===== config.mk =====
export PLATFORM = sky130hd
export DESIGN_NAME = lbf_loop_burst_framer
export DESIGN_NICKNAME = d
export VERILOG_FILES = /design/src/lbf_pkg.sv /design/src/lbf_demod.sv /design/src/lbf_fifo.sv /design/src/lbf_loop_burst_framer.sv
export SDC_FILE = /design/constraint.sdc
export NUM_CORES = 1
export LEC_CHECK = 0
export BUFFER_PORTS_ARGS = -buffer_cell sky130_fd_sc_hd__buf_4
export CAP_MARGIN = 15
export CELL_PAD_IN_SITES_DETAIL_PLACEMENT = 0
export CELL_PAD_IN_SITES_GLOBAL_PLACEMENT = 2
export CORE_MARGIN = 10
export CORE_UTILIZATION = 40
export CTS_CLUSTER_DIAMETER = 50
export DETAILED_ROUTE_END_ITERATION = 10
export HOLD_SLACK_MARGIN = 0.12
export PLACE_DENSITY_LB_ADDON = 0.12
export SETUP_SLACK_MARGIN = 0.3
export SLEW_MARGIN = 15
export SYNTH_ARGS = -nofsm -noshare
export SYNTH_HDL_FRONTEND = slang
export SYNTH_SLANG_ARGS = --single-unit

===== constraint.sdc =====
create_clock -name i_clk_sys -period 3.7 [get_ports i_clk_sys]
set_clock_uncertainty 0.15 [all_clocks]
set_input_delay 0.74 -clock i_clk_sys [delete_from_list [all_inputs] [get_ports i_clk_sys]]
set_output_delay 0.74 -clock i_clk_sys [all_outputs]
set_load 0.1 [all_outputs]

===== src/lbf_pkg.sv =====
`default_nettype none
package lbf_pkg;
  // -------------------------------------------------------------
  // timing
  // -------------------------------------------------------------
  localparam int unsigned CLK_HZ            = 40_000_000;
  localparam int unsigned LINE_BIT_RATE_BPS = 256_000;
  localparam int unsigned BIT_CYC_INT       = CLK_HZ / LINE_BIT_RATE_BPS;
  localparam logic [7:0]  BIT_CYC           = 8'(BIT_CYC_INT);
  localparam logic [7:0]  BIT_LAST          = 8'(BIT_CYC_INT - 1);
  localparam logic [7:0]  HALF_CYC          = 8'(BIT_CYC_INT / 2);
  localparam logic [7:0]  QTR_CYC           = 8'(BIT_CYC_INT / 4);
  // -------------------------------------------------------------
  // word layout
  // -------------------------------------------------------------
  localparam int unsigned PAY_W      = 8;
  localparam int unsigned WORD_W     = 10;
  localparam int unsigned FIFO_DEPTH = 8;
  localparam int unsigned PAY_MSB    = 9;
  localparam int unsigned PAY_LSB    = 2;
  localparam int unsigned FLAG_A_POS = 1;
  localparam int unsigned FLAG_B_POS = 0;
  localparam logic [3:0]  WORD_LAST  = 4'(WORD_W - 1);
  // -------------------------------------------------------------
  // burst quality
  // -------------------------------------------------------------
  localparam int unsigned DROP_PCT   = 25;
  localparam logic [11:0] DROP_MAX   = 12'(WORD_W * BIT_CYC_INT * DROP_PCT / 100);
  // -------------------------------------------------------------
  // reset values
  // -------------------------------------------------------------
  localparam logic [7:0]  PAY_RST    = 8'h00;
  localparam logic [9:0]  WORD_RST   = 10'h000;
  localparam logic [11:0] CNT12_RST  = 12'h000;
  localparam logic [7:0]  CYC_RST    = 8'h00;
  localparam logic [3:0]  IDX_RST    = 4'h0;

  typedef enum logic [0:0] {
    TX_IDLE = 1'b0,
    TX_SEND = 1'b1
  } lbf_tx_state_t;
endpackage
`default_nettype wire

===== src/lbf_demod.sv =====
`default_nettype none
module lbf_demod
  import lbf_pkg::*;
(
  input  wire logic              i_clk_sys,
  input  wire logic              i_reset_n,
  input  wire logic              i_line,
  input  wire logic              i_env,
  output logic [WORD_W-1:0]      o_word,
  output logic                   o_done,
  output logic                   o_valid
);
  logic              env_q_r;
  logic              busy_r;
  logic [7:0]        cyc_r;
  logic [3:0]        idx_r;
  logic              s_prev_r;
  logic [WORD_W-1:0] sr_r;
  logic [11:0]       low_cnt_r;
  logic              start;

  assign start  = i_env & ~env_q_r & ~busy_r;
  assign o_word = sr_r;

  always_ff @(posedge i_clk_sys or negedge i_reset_n)
  begin
    if (!i_reset_n)
    begin
      env_q_r   <= 1'b0;
      busy_r    <= 1'b0;
      cyc_r     <= CYC_RST;
      idx_r     <= IDX_RST;
      s_prev_r  <= 1'b0;
      sr_r      <= WORD_RST;
      low_cnt_r <= CNT12_RST;
      o_done    <= 1'b0;
      o_valid   <= 1'b0;
    end
    else
    begin
      env_q_r <= i_env;
      o_done  <= 1'b0;
      if (start)
      begin
        busy_r    <= 1'b1;
        cyc_r     <= CYC_RST;
        idx_r     <= IDX_RST;
        s_prev_r  <= 1'b0;
        low_cnt_r <= CNT12_RST;
      end
      else if (busy_r)
      begin
        if (!i_env)
        begin
          low_cnt_r <= low_cnt_r + 1'b1;
        end
        // differential: a phase flip against the previous bit is a one
        if (cyc_r == QTR_CYC)
        begin
          sr_r     <= {sr_r[WORD_W-2:0], i_line ^ s_prev_r};
          s_prev_r <= i_line;
        end
        if (cyc_r == BIT_LAST)
        begin
          cyc_r <= CYC_RST;
          idx_r <= idx_r + 1'b1;
          if (idx_r == WORD_LAST)
          begin
            busy_r  <= 1'b0;
            o_done  <= 1'b1;
            o_valid <= (low_cnt_r <= DROP_MAX);
          end
        end
        else
        begin
          cyc_r <= cyc_r + 1'b1;
        end
      end
    end
  end
endmodule
`default_nettype wire


===== src/lbf_fifo.sv =====
`default_nettype none
module lbf_fifo
  import lbf_pkg::*;
#(
  parameter int unsigned W     = 10,
  parameter int unsigned DEPTH = 8
)
(
  input  wire logic         i_clk_sys,
  input  wire logic         i_reset_n,
  input  wire logic         i_in_valid,
  output logic              o_in_ready,
  input  wire logic [W-1:0] i_in_data,
  output logic              o_out_valid,
  input  wire logic         i_out_ready,
  output logic [W-1:0]      o_out_data
);
  localparam int unsigned AW = $clog2(DEPTH);
  localparam int unsigned CW = $clog2(DEPTH + 1);
  localparam logic [AW-1:0] PTR_LAST = AW'(DEPTH - 1);
  localparam logic [CW-1:0] CNT_FULL = CW'(DEPTH);

  logic [W-1:0]  mem [DEPTH];
  logic [AW-1:0] wr_ptr_r;
  logic [AW-1:0] rd_ptr_r;
  logic [CW-1:0] cnt_r;
  logic          push;
  logic          pop;

  assign o_in_ready  = (cnt_r != CNT_FULL);
  assign o_out_valid = (cnt_r != '0);
  assign o_out_data  = mem[rd_ptr_r];
  assign push        = i_in_valid & o_in_ready;
  assign pop         = o_out_valid & i_out_ready;

  always_ff @(posedge i_clk_sys)
  begin
    if (push)
    begin
      mem[wr_ptr_r] <= i_in_data;
    end
  end

  always_ff @(posedge i_clk_sys or negedge i_reset_n)
  begin
    if (!i_reset_n)
    begin
      wr_ptr_r <= '0;
      rd_ptr_r <= '0;
      cnt_r    <= '0;
    end
    else
    begin
      if (push)
      begin
        wr_ptr_r <= (wr_ptr_r == PTR_LAST) ? '0 : wr_ptr_r + 1'b1;
      end
      if (pop)
      begin
        rd_ptr_r <= (rd_ptr_r == PTR_LAST) ? '0 : rd_ptr_r + 1'b1;
      end
      if (push && !pop)
      begin
        cnt_r <= cnt_r + 1'b1;
      end
      else if (pop && !push)
      begin
        cnt_r <= cnt_r - 1'b1;
      end
    end
  end
endmodule
`default_nettype wire


===== src/lbf_loop_burst_framer.sv =====
`default_nettype none
module lbf_loop_burst_framer
  import lbf_pkg::*;
(
  input  wire logic i_clk_sys,
  input  wire logic i_reset_n,
  input  wire logic i_master_mode,
  input  wire logic i_master_data_clock,
  input  wire logic i_slave_clock,
  input  wire logic i_frame_sync_in,
  input  wire logic i_transfer_enable,
  input  wire logic i_shift_in_enable,
  input  wire logic i_serial_in,
  input  wire logic i_line_flag_in_a,
  input  wire logic i_line_flag_in_b,
  input  wire logic i_limited_line_in,
  input  wire logic i_burst_envelope_in,
  output logic      o_mod_data,
  output logic      o_modulation_envelope_out,
  output logic      o_serial_out,
  output logic      o_line_flag_out_a,
  output logic      o_line_flag_out_b,
  output logic      o_tx_ready,
  output logic      o_burst_valid
);
  // -------------------------------------------------------------
  // helper functions
  // -------------------------------------------------------------
  // rising edge of a sampled strobe against its previous sample
  function automatic logic rise_f
  (
    input var logic cur,
    input var logic prev
  );
    return cur & ~prev;
  endfunction

  // payload registers shift towards the msb, new bit at the lsb
  function automatic logic [PAY_W-1:0] shl_f
  (
    input var logic [PAY_W-1:0] val,
    input var logic             bit_in
  );
    return {val[PAY_W-2:0], bit_in};
  endfunction

  // -------------------------------------------------------------
  // edge detection of host strobes
  // -------------------------------------------------------------
  logic mclk_q_r;
  logic sclk_q_r;
  logic fsync_q_r;
  logic ten_q_r;
  logic shift_edge;
  logic load_edge;

  // shift clocks
  always_ff @(posedge i_clk_sys or negedge i_reset_n)
  begin
    if (!i_reset_n)
    begin
      mclk_q_r <= 1'b0;
      sclk_q_r <= 1'b0;
    end
    else
    begin
      mclk_q_r <= i_master_data_clock;
      sclk_q_r <= i_slave_clock;
    end
  end

  // load strobes; reset level matches their idle level, so no false edge
  always_ff @(posedge i_clk_sys or negedge i_reset_n)
  begin
    if (!i_reset_n)
    begin
      fsync_q_r <= 1'b0;
      ten_q_r   <= 1'b0;
    end
    else
    begin
      fsync_q_r <= i_frame_sync_in;
      ten_q_r   <= i_transfer_enable;
    end
  end

  always_comb
  begin
    if (i_master_mode)
    begin
      shift_edge = rise_f(i_master_data_clock, mclk_q_r);
      load_edge  = rise_f(i_frame_sync_in, fsync_q_r);
    end
    else
    begin
      shift_edge = rise_f(i_slave_clock, sclk_q_r);
      load_edge  = rise_f(i_transfer_enable, ten_q_r);
    end
  end

  // -------------------------------------------------------------
  // transmit shift register
  // -------------------------------------------------------------
  logic [PAY_W-1:0] tx_sr_r;
  logic             tx_shift;

  assign tx_shift = shift_edge & i_shift_in_enable;

  always_ff @(posedge i_clk_sys or negedge i_reset_n)
  begin
    if (!i_reset_n)
    begin
      tx_sr_r <= PAY_RST;
    end
    else if (tx_shift)
    begin
      tx_sr_r <= shl_f(tx_sr_r, i_serial_in);
    end
  end

  // -------------------------------------------------------------
  // modulation buffer (fifo)
  // -------------------------------------------------------------
  logic [WORD_W-1:0] load_word;
  logic              fifo_in_ready;
  logic              fifo_out_valid;
  logic              fifo_out_ready;
  logic [WORD_W-1:0] fifo_out_data;

  // payload and both flags are taken on the same edge
  assign load_word  = {tx_sr_r, i_line_flag_in_a, i_line_flag_in_b};
  assign o_tx_ready = fifo_in_ready;

  lbf_fifo #(
    .W     (WORD_W),
    .DEPTH (FIFO_DEPTH)
  ) u_tx_fifo (
    .i_clk_sys   (i_clk_sys),
    .i_reset_n   (i_reset_n),
    .i_in_valid  (load_edge),
    .o_in_ready  (fifo_in_ready),
    .i_in_data   (load_word),
    .o_out_valid (fifo_out_valid),
    .i_out_ready (fifo_out_ready),
    .o_out_data  (fifo_out_data)
  );

  // -------------------------------------------------------------
  // modulator
  // -------------------------------------------------------------
  lbf_tx_state_t     tx_state_r;
  logic [7:0]        tx_cyc_r;
  logic [3:0]        tx_idx_r;
  logic [WORD_W-1:0] tx_word_r;
  logic              phase_r;
  logic              mod_r;
  logic              env_r;

  assign fifo_out_ready = (tx_state_r == TX_IDLE);

  always_ff @(posedge i_clk_sys or negedge i_reset_n)
  begin
    if (!i_reset_n)
    begin
      tx_state_r <= TX_IDLE;
      tx_cyc_r   <= CYC_RST;
      tx_idx_r   <= IDX_RST;
      tx_word_r  <= WORD_RST;
      phase_r    <= 1'b0;
    end
    else
    begin
      unique case (tx_state_r)
        TX_IDLE:
        begin
          // carrier keeps running between bursts
          tx_cyc_r <= (tx_cyc_r == BIT_LAST) ? CYC_RST : tx_cyc_r + 1'b1;
          if (fifo_out_valid)
          begin
            tx_state_r <= TX_SEND;
            tx_cyc_r   <= CYC_RST;
            tx_idx_r   <= IDX_RST;
            tx_word_r  <= fifo_out_data;
            phase_r    <= fifo_out_data[WORD_W-1];
          end
        end
        TX_SEND:
        begin
          if (tx_cyc_r == BIT_LAST)
          begin
            tx_cyc_r  <= CYC_RST;
            tx_word_r <= {tx_word_r[WORD_W-2:0], 1'b0};
            if (tx_idx_r == WORD_LAST)
            begin
              tx_state_r <= TX_IDLE;
            end
            else
            begin
              tx_idx_r <= tx_idx_r + 1'b1;
              phase_r  <= phase_r ^ tx_word_r[WORD_W-2];
            end
          end
          else
          begin
            tx_cyc_r <= tx_cyc_r + 1'b1;
          end
        end
      endcase
    end
  end

  // line output and envelope share one register stage so they stay aligned
  always_ff @(posedge i_clk_sys or negedge i_reset_n)
  begin
    if (!i_reset_n)
    begin
      mod_r <= 1'b0;
      env_r <= 1'b0;
    end
    else
    begin
      mod_r <= phase_r ^ (tx_cyc_r >= HALF_CYC);
      env_r <= (tx_state_r == TX_SEND);
    end
  end

  // external driver gates line legs with the envelope
  assign o_mod_data                = mod_r;
  assign o_modulation_envelope_out = env_r;

  // -------------------------------------------------------------
  // demodulator and burst judgement
  // -------------------------------------------------------------
  logic [WORD_W-1:0] dem_word;
  logic              dem_done;
  logic              dem_valid;
  logic              rx_load;

  lbf_demod u_demod (
    .i_clk_sys (i_clk_sys),
    .i_reset_n (i_reset_n),
    .i_line    (i_limited_line_in),
    .i_env     (i_burst_envelope_in),
    .o_word    (dem_word),
    .o_done    (dem_done),
    .o_valid   (dem_valid)
  );

  // an invalid burst leaves receive register and flags untouched
  assign rx_load = dem_done & dem_valid;

  always_ff @(posedge i_clk_sys or negedge i_reset_n)
  begin
    if (!i_reset_n)
    begin
      o_burst_valid <= 1'b0;
    end
    else if (dem_done)
    begin
      o_burst_valid <= dem_valid;
    end
  end

  // -------------------------------------------------------------
  // received flags, held until the next load edge
  // -------------------------------------------------------------
  logic flag_a_pend_r;
  logic flag_b_pend_r;

  always_ff @(posedge i_clk_sys or negedge i_reset_n)
  begin
    if (!i_reset_n)
    begin
      flag_a_pend_r <= 1'b0;
      flag_b_pend_r <= 1'b0;
    end
    else if (rx_load)
    begin
      flag_a_pend_r <= dem_word[FLAG_A_POS];
      flag_b_pend_r <= dem_word[FLAG_B_POS];
    end
  end

  always_ff @(posedge i_clk_sys or negedge i_reset_n)
  begin
    if (!i_reset_n)
    begin
      o_line_flag_out_a <= 1'b0;
      o_line_flag_out_b <= 1'b0;
    end
    else if (load_edge)
    begin
      o_line_flag_out_a <= flag_a_pend_r;
      o_line_flag_out_b <= flag_b_pend_r;
    end
  end

  // -------------------------------------------------------------
  // receive register and serial output
  // -------------------------------------------------------------
  logic [PAY_W-1:0] rx_sr_r;
  logic             rx_shift;

  assign rx_shift = shift_edge & i_transfer_enable;

  // a fresh word overrides a shift in the same cycle
  always_ff @(posedge i_clk_sys or negedge i_reset_n)
  begin
    if (!i_reset_n)
    begin
      rx_sr_r <= PAY_RST;
    end
    else if (rx_load)
    begin
      rx_sr_r <= dem_word[PAY_MSB:PAY_LSB];
    end
    else if (rx_shift)
    begin
      rx_sr_r <= shl_f(rx_sr_r, 1'b0);
    end
  end

  // the pin follows only shifts that the register really made
  always_ff @(posedge i_clk_sys or negedge i_reset_n)
  begin
    if (!i_reset_n)
    begin
      o_serial_out <= 1'b0;
    end
    else if (rx_shift && !rx_load)
    begin
      o_serial_out <= rx_sr_r[PAY_W-1];
    end
  end
endmodule
`default_nettype wire


==> summary.txt <==
==================================================================================================
Biggest area contributors in the synthesized netlist ................................ sky130_fd_sc_hd__dfrtp_1, sky130_fd_sc_hd__edfxtp_1, sky130_fd_sc_hd__mux4_2
Element type at the critical path start .............................................     register
Total number of placement rows ......................................................           50
Most instantiated cells after synthesis ............................................. sky130_fd_sc_hd__dfrtp_1, sky130_fd_sc_hd__edfxtp_1, sky130_fd_sc_hd__nor2_1, sky130_fd_sc_hd__nand2_1, sky130_fd_sc_hd__o21ai_0
Area of the multi-input gates .......................................................  0.00262 mm2
Final setup vio count ...............................................................            0
Synth unique cells ..................................................................           54
Syn Nets ............................................................................          580
Die width ...........................................................................       158 um
Via count of the first global-routing pass ..........................................         4670
Arrival time of data at the critical path endpoint ..................................      3290 ps
Chip Height .........................................................................       158 um
Post-route setup TNS ................................................................         0 ps
Starting DRC count in detailed routing ..............................................          265
Portion of total power attributed to sequential cells ...............................        52.5%
Number of flops mapped to enable cells by yosys .....................................           80
Pin count of the biggest net entering global routing ................................           76
FF-to-FF Start ...................................................................... u_tx_fifo.cnt_r[3]
Startpoint-to-endpoint class of the critical path ................................... register to register
Post-cts sizing count ...............................................................            0
Number of design rule violations left after detail routing ..........................            0
Largest fanout on the critical path .................................................           10
Number of cells on the critical path ................................................            9
Clk Latency, worst-skew pair ........................................................       430 ps
Number of nets in the layout ........................................................          615
Post-route minimum period ...........................................................      3150 ps
Buffers inserted during post-CTS setup optimization .................................            0
Final antenna-violating net count ...................................................            0
Grt total ovfl ......................................................................            0
Cell-internal power .................................................................      3.87 mW
Net switching fraction of the power .................................................        29.2%
Most instantiated library cell after synthesis ...................................... sky130_fd_sc_hd__dfrtp_1
Achievable clock frequency ..........................................................      318 MHz
YS warnings .........................................................................            0
Sequential cell area ................................................................  0.00490 mm2
Buffers added on ports ..............................................................           19
Via-to-Cell Ratio ...................................................................         5.31
Die outline area ....................................................................   0.0250 mm2
Cell taking the most area after synthesis ........................................... sky130_fd_sc_hd__dfrtp_1
Summed instance area of the synthesized netlist .....................................  0.00764 mm2
Clock sinks .........................................................................          180
Fin crit share ......................................................................        85.1%
First-pass GRT wire length ..........................................................     24900 um
Maximum vdd ir drop .................................................................   0.000371 V
Run status .......................................................................... finished, final reports clean
Most frequently used flop master after synthesis .................................... sky130_fd_sc_hd__dfrtp_1
Static Leakage ......................................................................      3.48 nW
Core Area ...........................................................................   0.0188 mm2
Relative contribution of the clock network to total power ...........................        32.7%
Slew Viols, Final ...................................................................            0
CTS Root Buffer Type ................................................................ sky130_fd_sc_hd__clkbuf_16
Routed vias .........................................................................         4416
All-Layer GR Usage ..................................................................        12.8%
CTS tree ............................................................................          yes
Initial antenna violation count .....................................................            0
Transition time of the tightest slew-check pin ......................................      1020 ps
Final RePlAce weighted congestion ...................................................        0.762
End point of the critical path ...................................................... u_tx_fifo.cnt_r[3]
Depth of the worst register-to-register path ........................................            9
Share of total power in combinational logic .........................................        14.8%
Effective utilization at floorplan ..................................................        40.7%
Critical path capture point type ....................................................     register
Setup slack of the worst register-to-register path ..................................       550 ps
Crit-path cells ..................................................................... nor4_2, nor2_1, inv_2, ha_1, inv_1, ha_1, a21o_1, a2111oi_0, o31ai_1
Post-Synthesis Mean Instance Area ...................................................     13.9 um2
Max cap viols .......................................................................            0
CP max-delay cell ................................................................... sky130_fd_sc_hd__dfrtp_1
Post-detailed-routing wire length ...................................................     14800 um
Routed WL per cell ..................................................................      17.8 um
Clock tree buffer depth .............................................................            2
Fraction of the core area covered by cells at the end of the flow ...................        46.3%
Drt pass-1 iters ....................................................................            4
Critical Path Source ................................................................ u_tx_fifo.cnt_r[3]
Signed area change from the synthesized netlist to the final layout .................        13.6%
Hold-fix buffer count after cts .....................................................            0
Deepest level of the CTS H-tree .....................................................            4
Post-route total power ..............................................................      5.47 mW
Most prevalent standard cell on the critical path ................................... sky130_fd_sc_hd__ha_1
I/O pin count .......................................................................           20
Layout filler cell count ............................................................         1661
Req. time, crit path ................................................................      3840 ps
Inserted Clock Buffers ..............................................................           17
Seq/Total Area, Yosys ...............................................................        64.2%
Critical path buffers and inverters .................................................            2
Layout cell share with drive strength beyond 1 ......................................        20.1%
Reg-to-reg critical path endpoint ................................................... u_tx_fifo.cnt_r[3]
FFs w/ async S/R, synth .............................................................        55.6%
Power density over cell area ........................................................   629 mW/mm2
Clock transition time at the flip-flop clock pins of the worst setup and hold paths .        70 ps
Delay of the slowest cell on the worst path .........................................       480 ps
Path category of the worst min-delay check .......................................... input pin to async pin
Unrepaired setup endpoints after global routing .....................................        false
Number of diodes added for antenna fixing ...........................................            0
Switching Power .....................................................................      1.60 mW
Fraction of synthesized cell area taken by the top area cell type ...................        32.7%
Number of cells produced by synthesis ...............................................          550
Post-DP HPWL ........................................................................      9850 um
Max_slew headroom ...................................................................        31.7%
Synthesis-stage register bit count ..................................................          180
Crit path max-delay family .......................................................... compound AO/OA/AOI/OAI gates
Final-report hold violation count ...................................................            0
==================================================================================================
-- power by group through the flow --
stage          sequential (mW)  combinational, mW  clock [mW]
4_1_cts                   2.87              0.821        1.85
6_report                  2.87              0.806        1.79
5_1_grt                   2.94              0.916        1.93
2_1_floorplan             2.84              0.571           0
3_5_place_dp              2.90              0.821           0
3_3_place_gp              2.88              0.785           0
-- layout by cell type, fill, tap and decap left out, types with 3 or more instances in the layout --
master                      synthesis  routed
sky130_fd_sc_hd__nor3_1            11      11
sky130_fd_sc_hd__xnor2_1            7       7
sky130_fd_sc_hd__nand2b_1           4       4
sky130_fd_sc_hd__a21oi_1           21      21
sky130_fd_sc_hd__dfrtp_1          100     100
sky130_fd_sc_hd__nand4_1            5       5
sky130_fd_sc_hd__mux2i_1           13      13
sky130_fd_sc_hd__nand3_1           19      19
sky130_fd_sc_hd__nand3b_1           3       3
sky130_fd_sc_hd__o22ai_1           14      14
sky130_fd_sc_hd__inv_6              0       7
sky130_fd_sc_hd__mux4_2            20      20
sky130_fd_sc_hd__a21o_1             6       6
sky130_fd_sc_hd__nor2_1            39      39
sky130_fd_sc_hd__buf_4              0      31
sky130_fd_sc_hd__ha_1              16      16
sky130_fd_sc_hd__nor4_1             6       5
sky130_fd_sc_hd__edfxtp_1          80      80
sky130_fd_sc_hd__and3_1             5       5
sky130_fd_sc_hd__nor3b_1            5       5
sky130_fd_sc_hd__mux2_2            25      25
sky130_fd_sc_hd__xor2_1             5       5
sky130_fd_sc_hd__inv_1             13      13
sky130_fd_sc_hd__nand2_1           37      37
sky130_fd_sc_hd__and2_1             5       5
sky130_fd_sc_hd__o211ai_1           3       3
sky130_fd_sc_hd__a22o_1             3       3
sky130_fd_sc_hd__o21ai_0           30      30
sky130_fd_sc_hd__clkbuf_16          0      17
sky130_fd_sc_hd__or3_1              5       5
sky130_fd_sc_hd__nand4b_1           3       3
sky130_fd_sc_hd__o31ai_1            4       4
-- sequential cells by signal (all words and copies together) (netlist names), 3 cells and up --
register,cells
u_tx_fifo.mem,80
u_demod.low_cnt_r,12
u_demod.o_word,10
tx_word_r,9
rx_sr_r,8
tx_cyc_r,8
tx_sr_r,8
u_demod.cyc_r,8
tx_idx_r,4
u_demod.idx_r,4
u_tx_fifo.cnt_r,4
u_tx_fifo.rd_ptr_r,3
u_tx_fifo.wr_ptr_r,3
-- worst min-delay path by stage --
stage	slack, ps	cells after the start	endpoint	start
after CTS	250	1	mclk_q_r	i_master_data_clock
after global routing	260	1	sclk_q_r	i_slave_clock
after global placement	330	1	u_demod.low_cnt_r[10]	u_demod.low_cnt_r[10]
final	280	1	tx_word_r[1]	i_reset_n
after floorplan	200	0	o_modulation_envelope_out	tx_state_r
after detailed placement	350	1	o_line_flag_out_b	flag_b_pend_r
-- routing by layer --
metal | part of all wire (%) | vias to the layer above | global-route usage [%]
met4 | 1.6 | 0 | 5.21
met3 | 2.1 | 19 | 2.47
met1 | 47 | 2215 | 16.7
li1 | - | 2148 | -
met2 | 50 | 34 | 20.6
met5 | 0 | - | 0
-- per-stage QoR --
step	setup WS [ps]	hold slack [ps]	cells	cell area [um2]
final	551	277	832	8690
after global routing	381	261	832	8690
after CTS	396	251	832	8680
after detailed placement	327	346	800	8090
after global placement	436	334	800	8090
after floorplan	694	202	550	7640
-- cell type report --
| class | instances | share of cell area [%] |
|---|---|---|
| Timing Repair Buffer | 31 | 2.68 |
| Multi-Input combinational cell | 341 | 30.1 |
| Inverter | 14 | 0.605 |
| Clock inverter | 13 | 1.56 |
| Sequential cell | 180 | 56.5 |
| Clock buffer | 19 | 5.21 |
| Tap cell | 234 | 3.37 |
-- cell families after synthesis --
group / count (synthesis) / synth area share [%]
compound gates: 95 / 7.89
mux: 58 / 11.3
fa+ha+maj: 17 / 2.88
xor+xnor: 12 / 1.38
buf+inv: 29 / 1.70
simple gates: 159 / 10.7
flops: 180 / 64.2
Note: power is estimated with default switching activity, not from simulation.
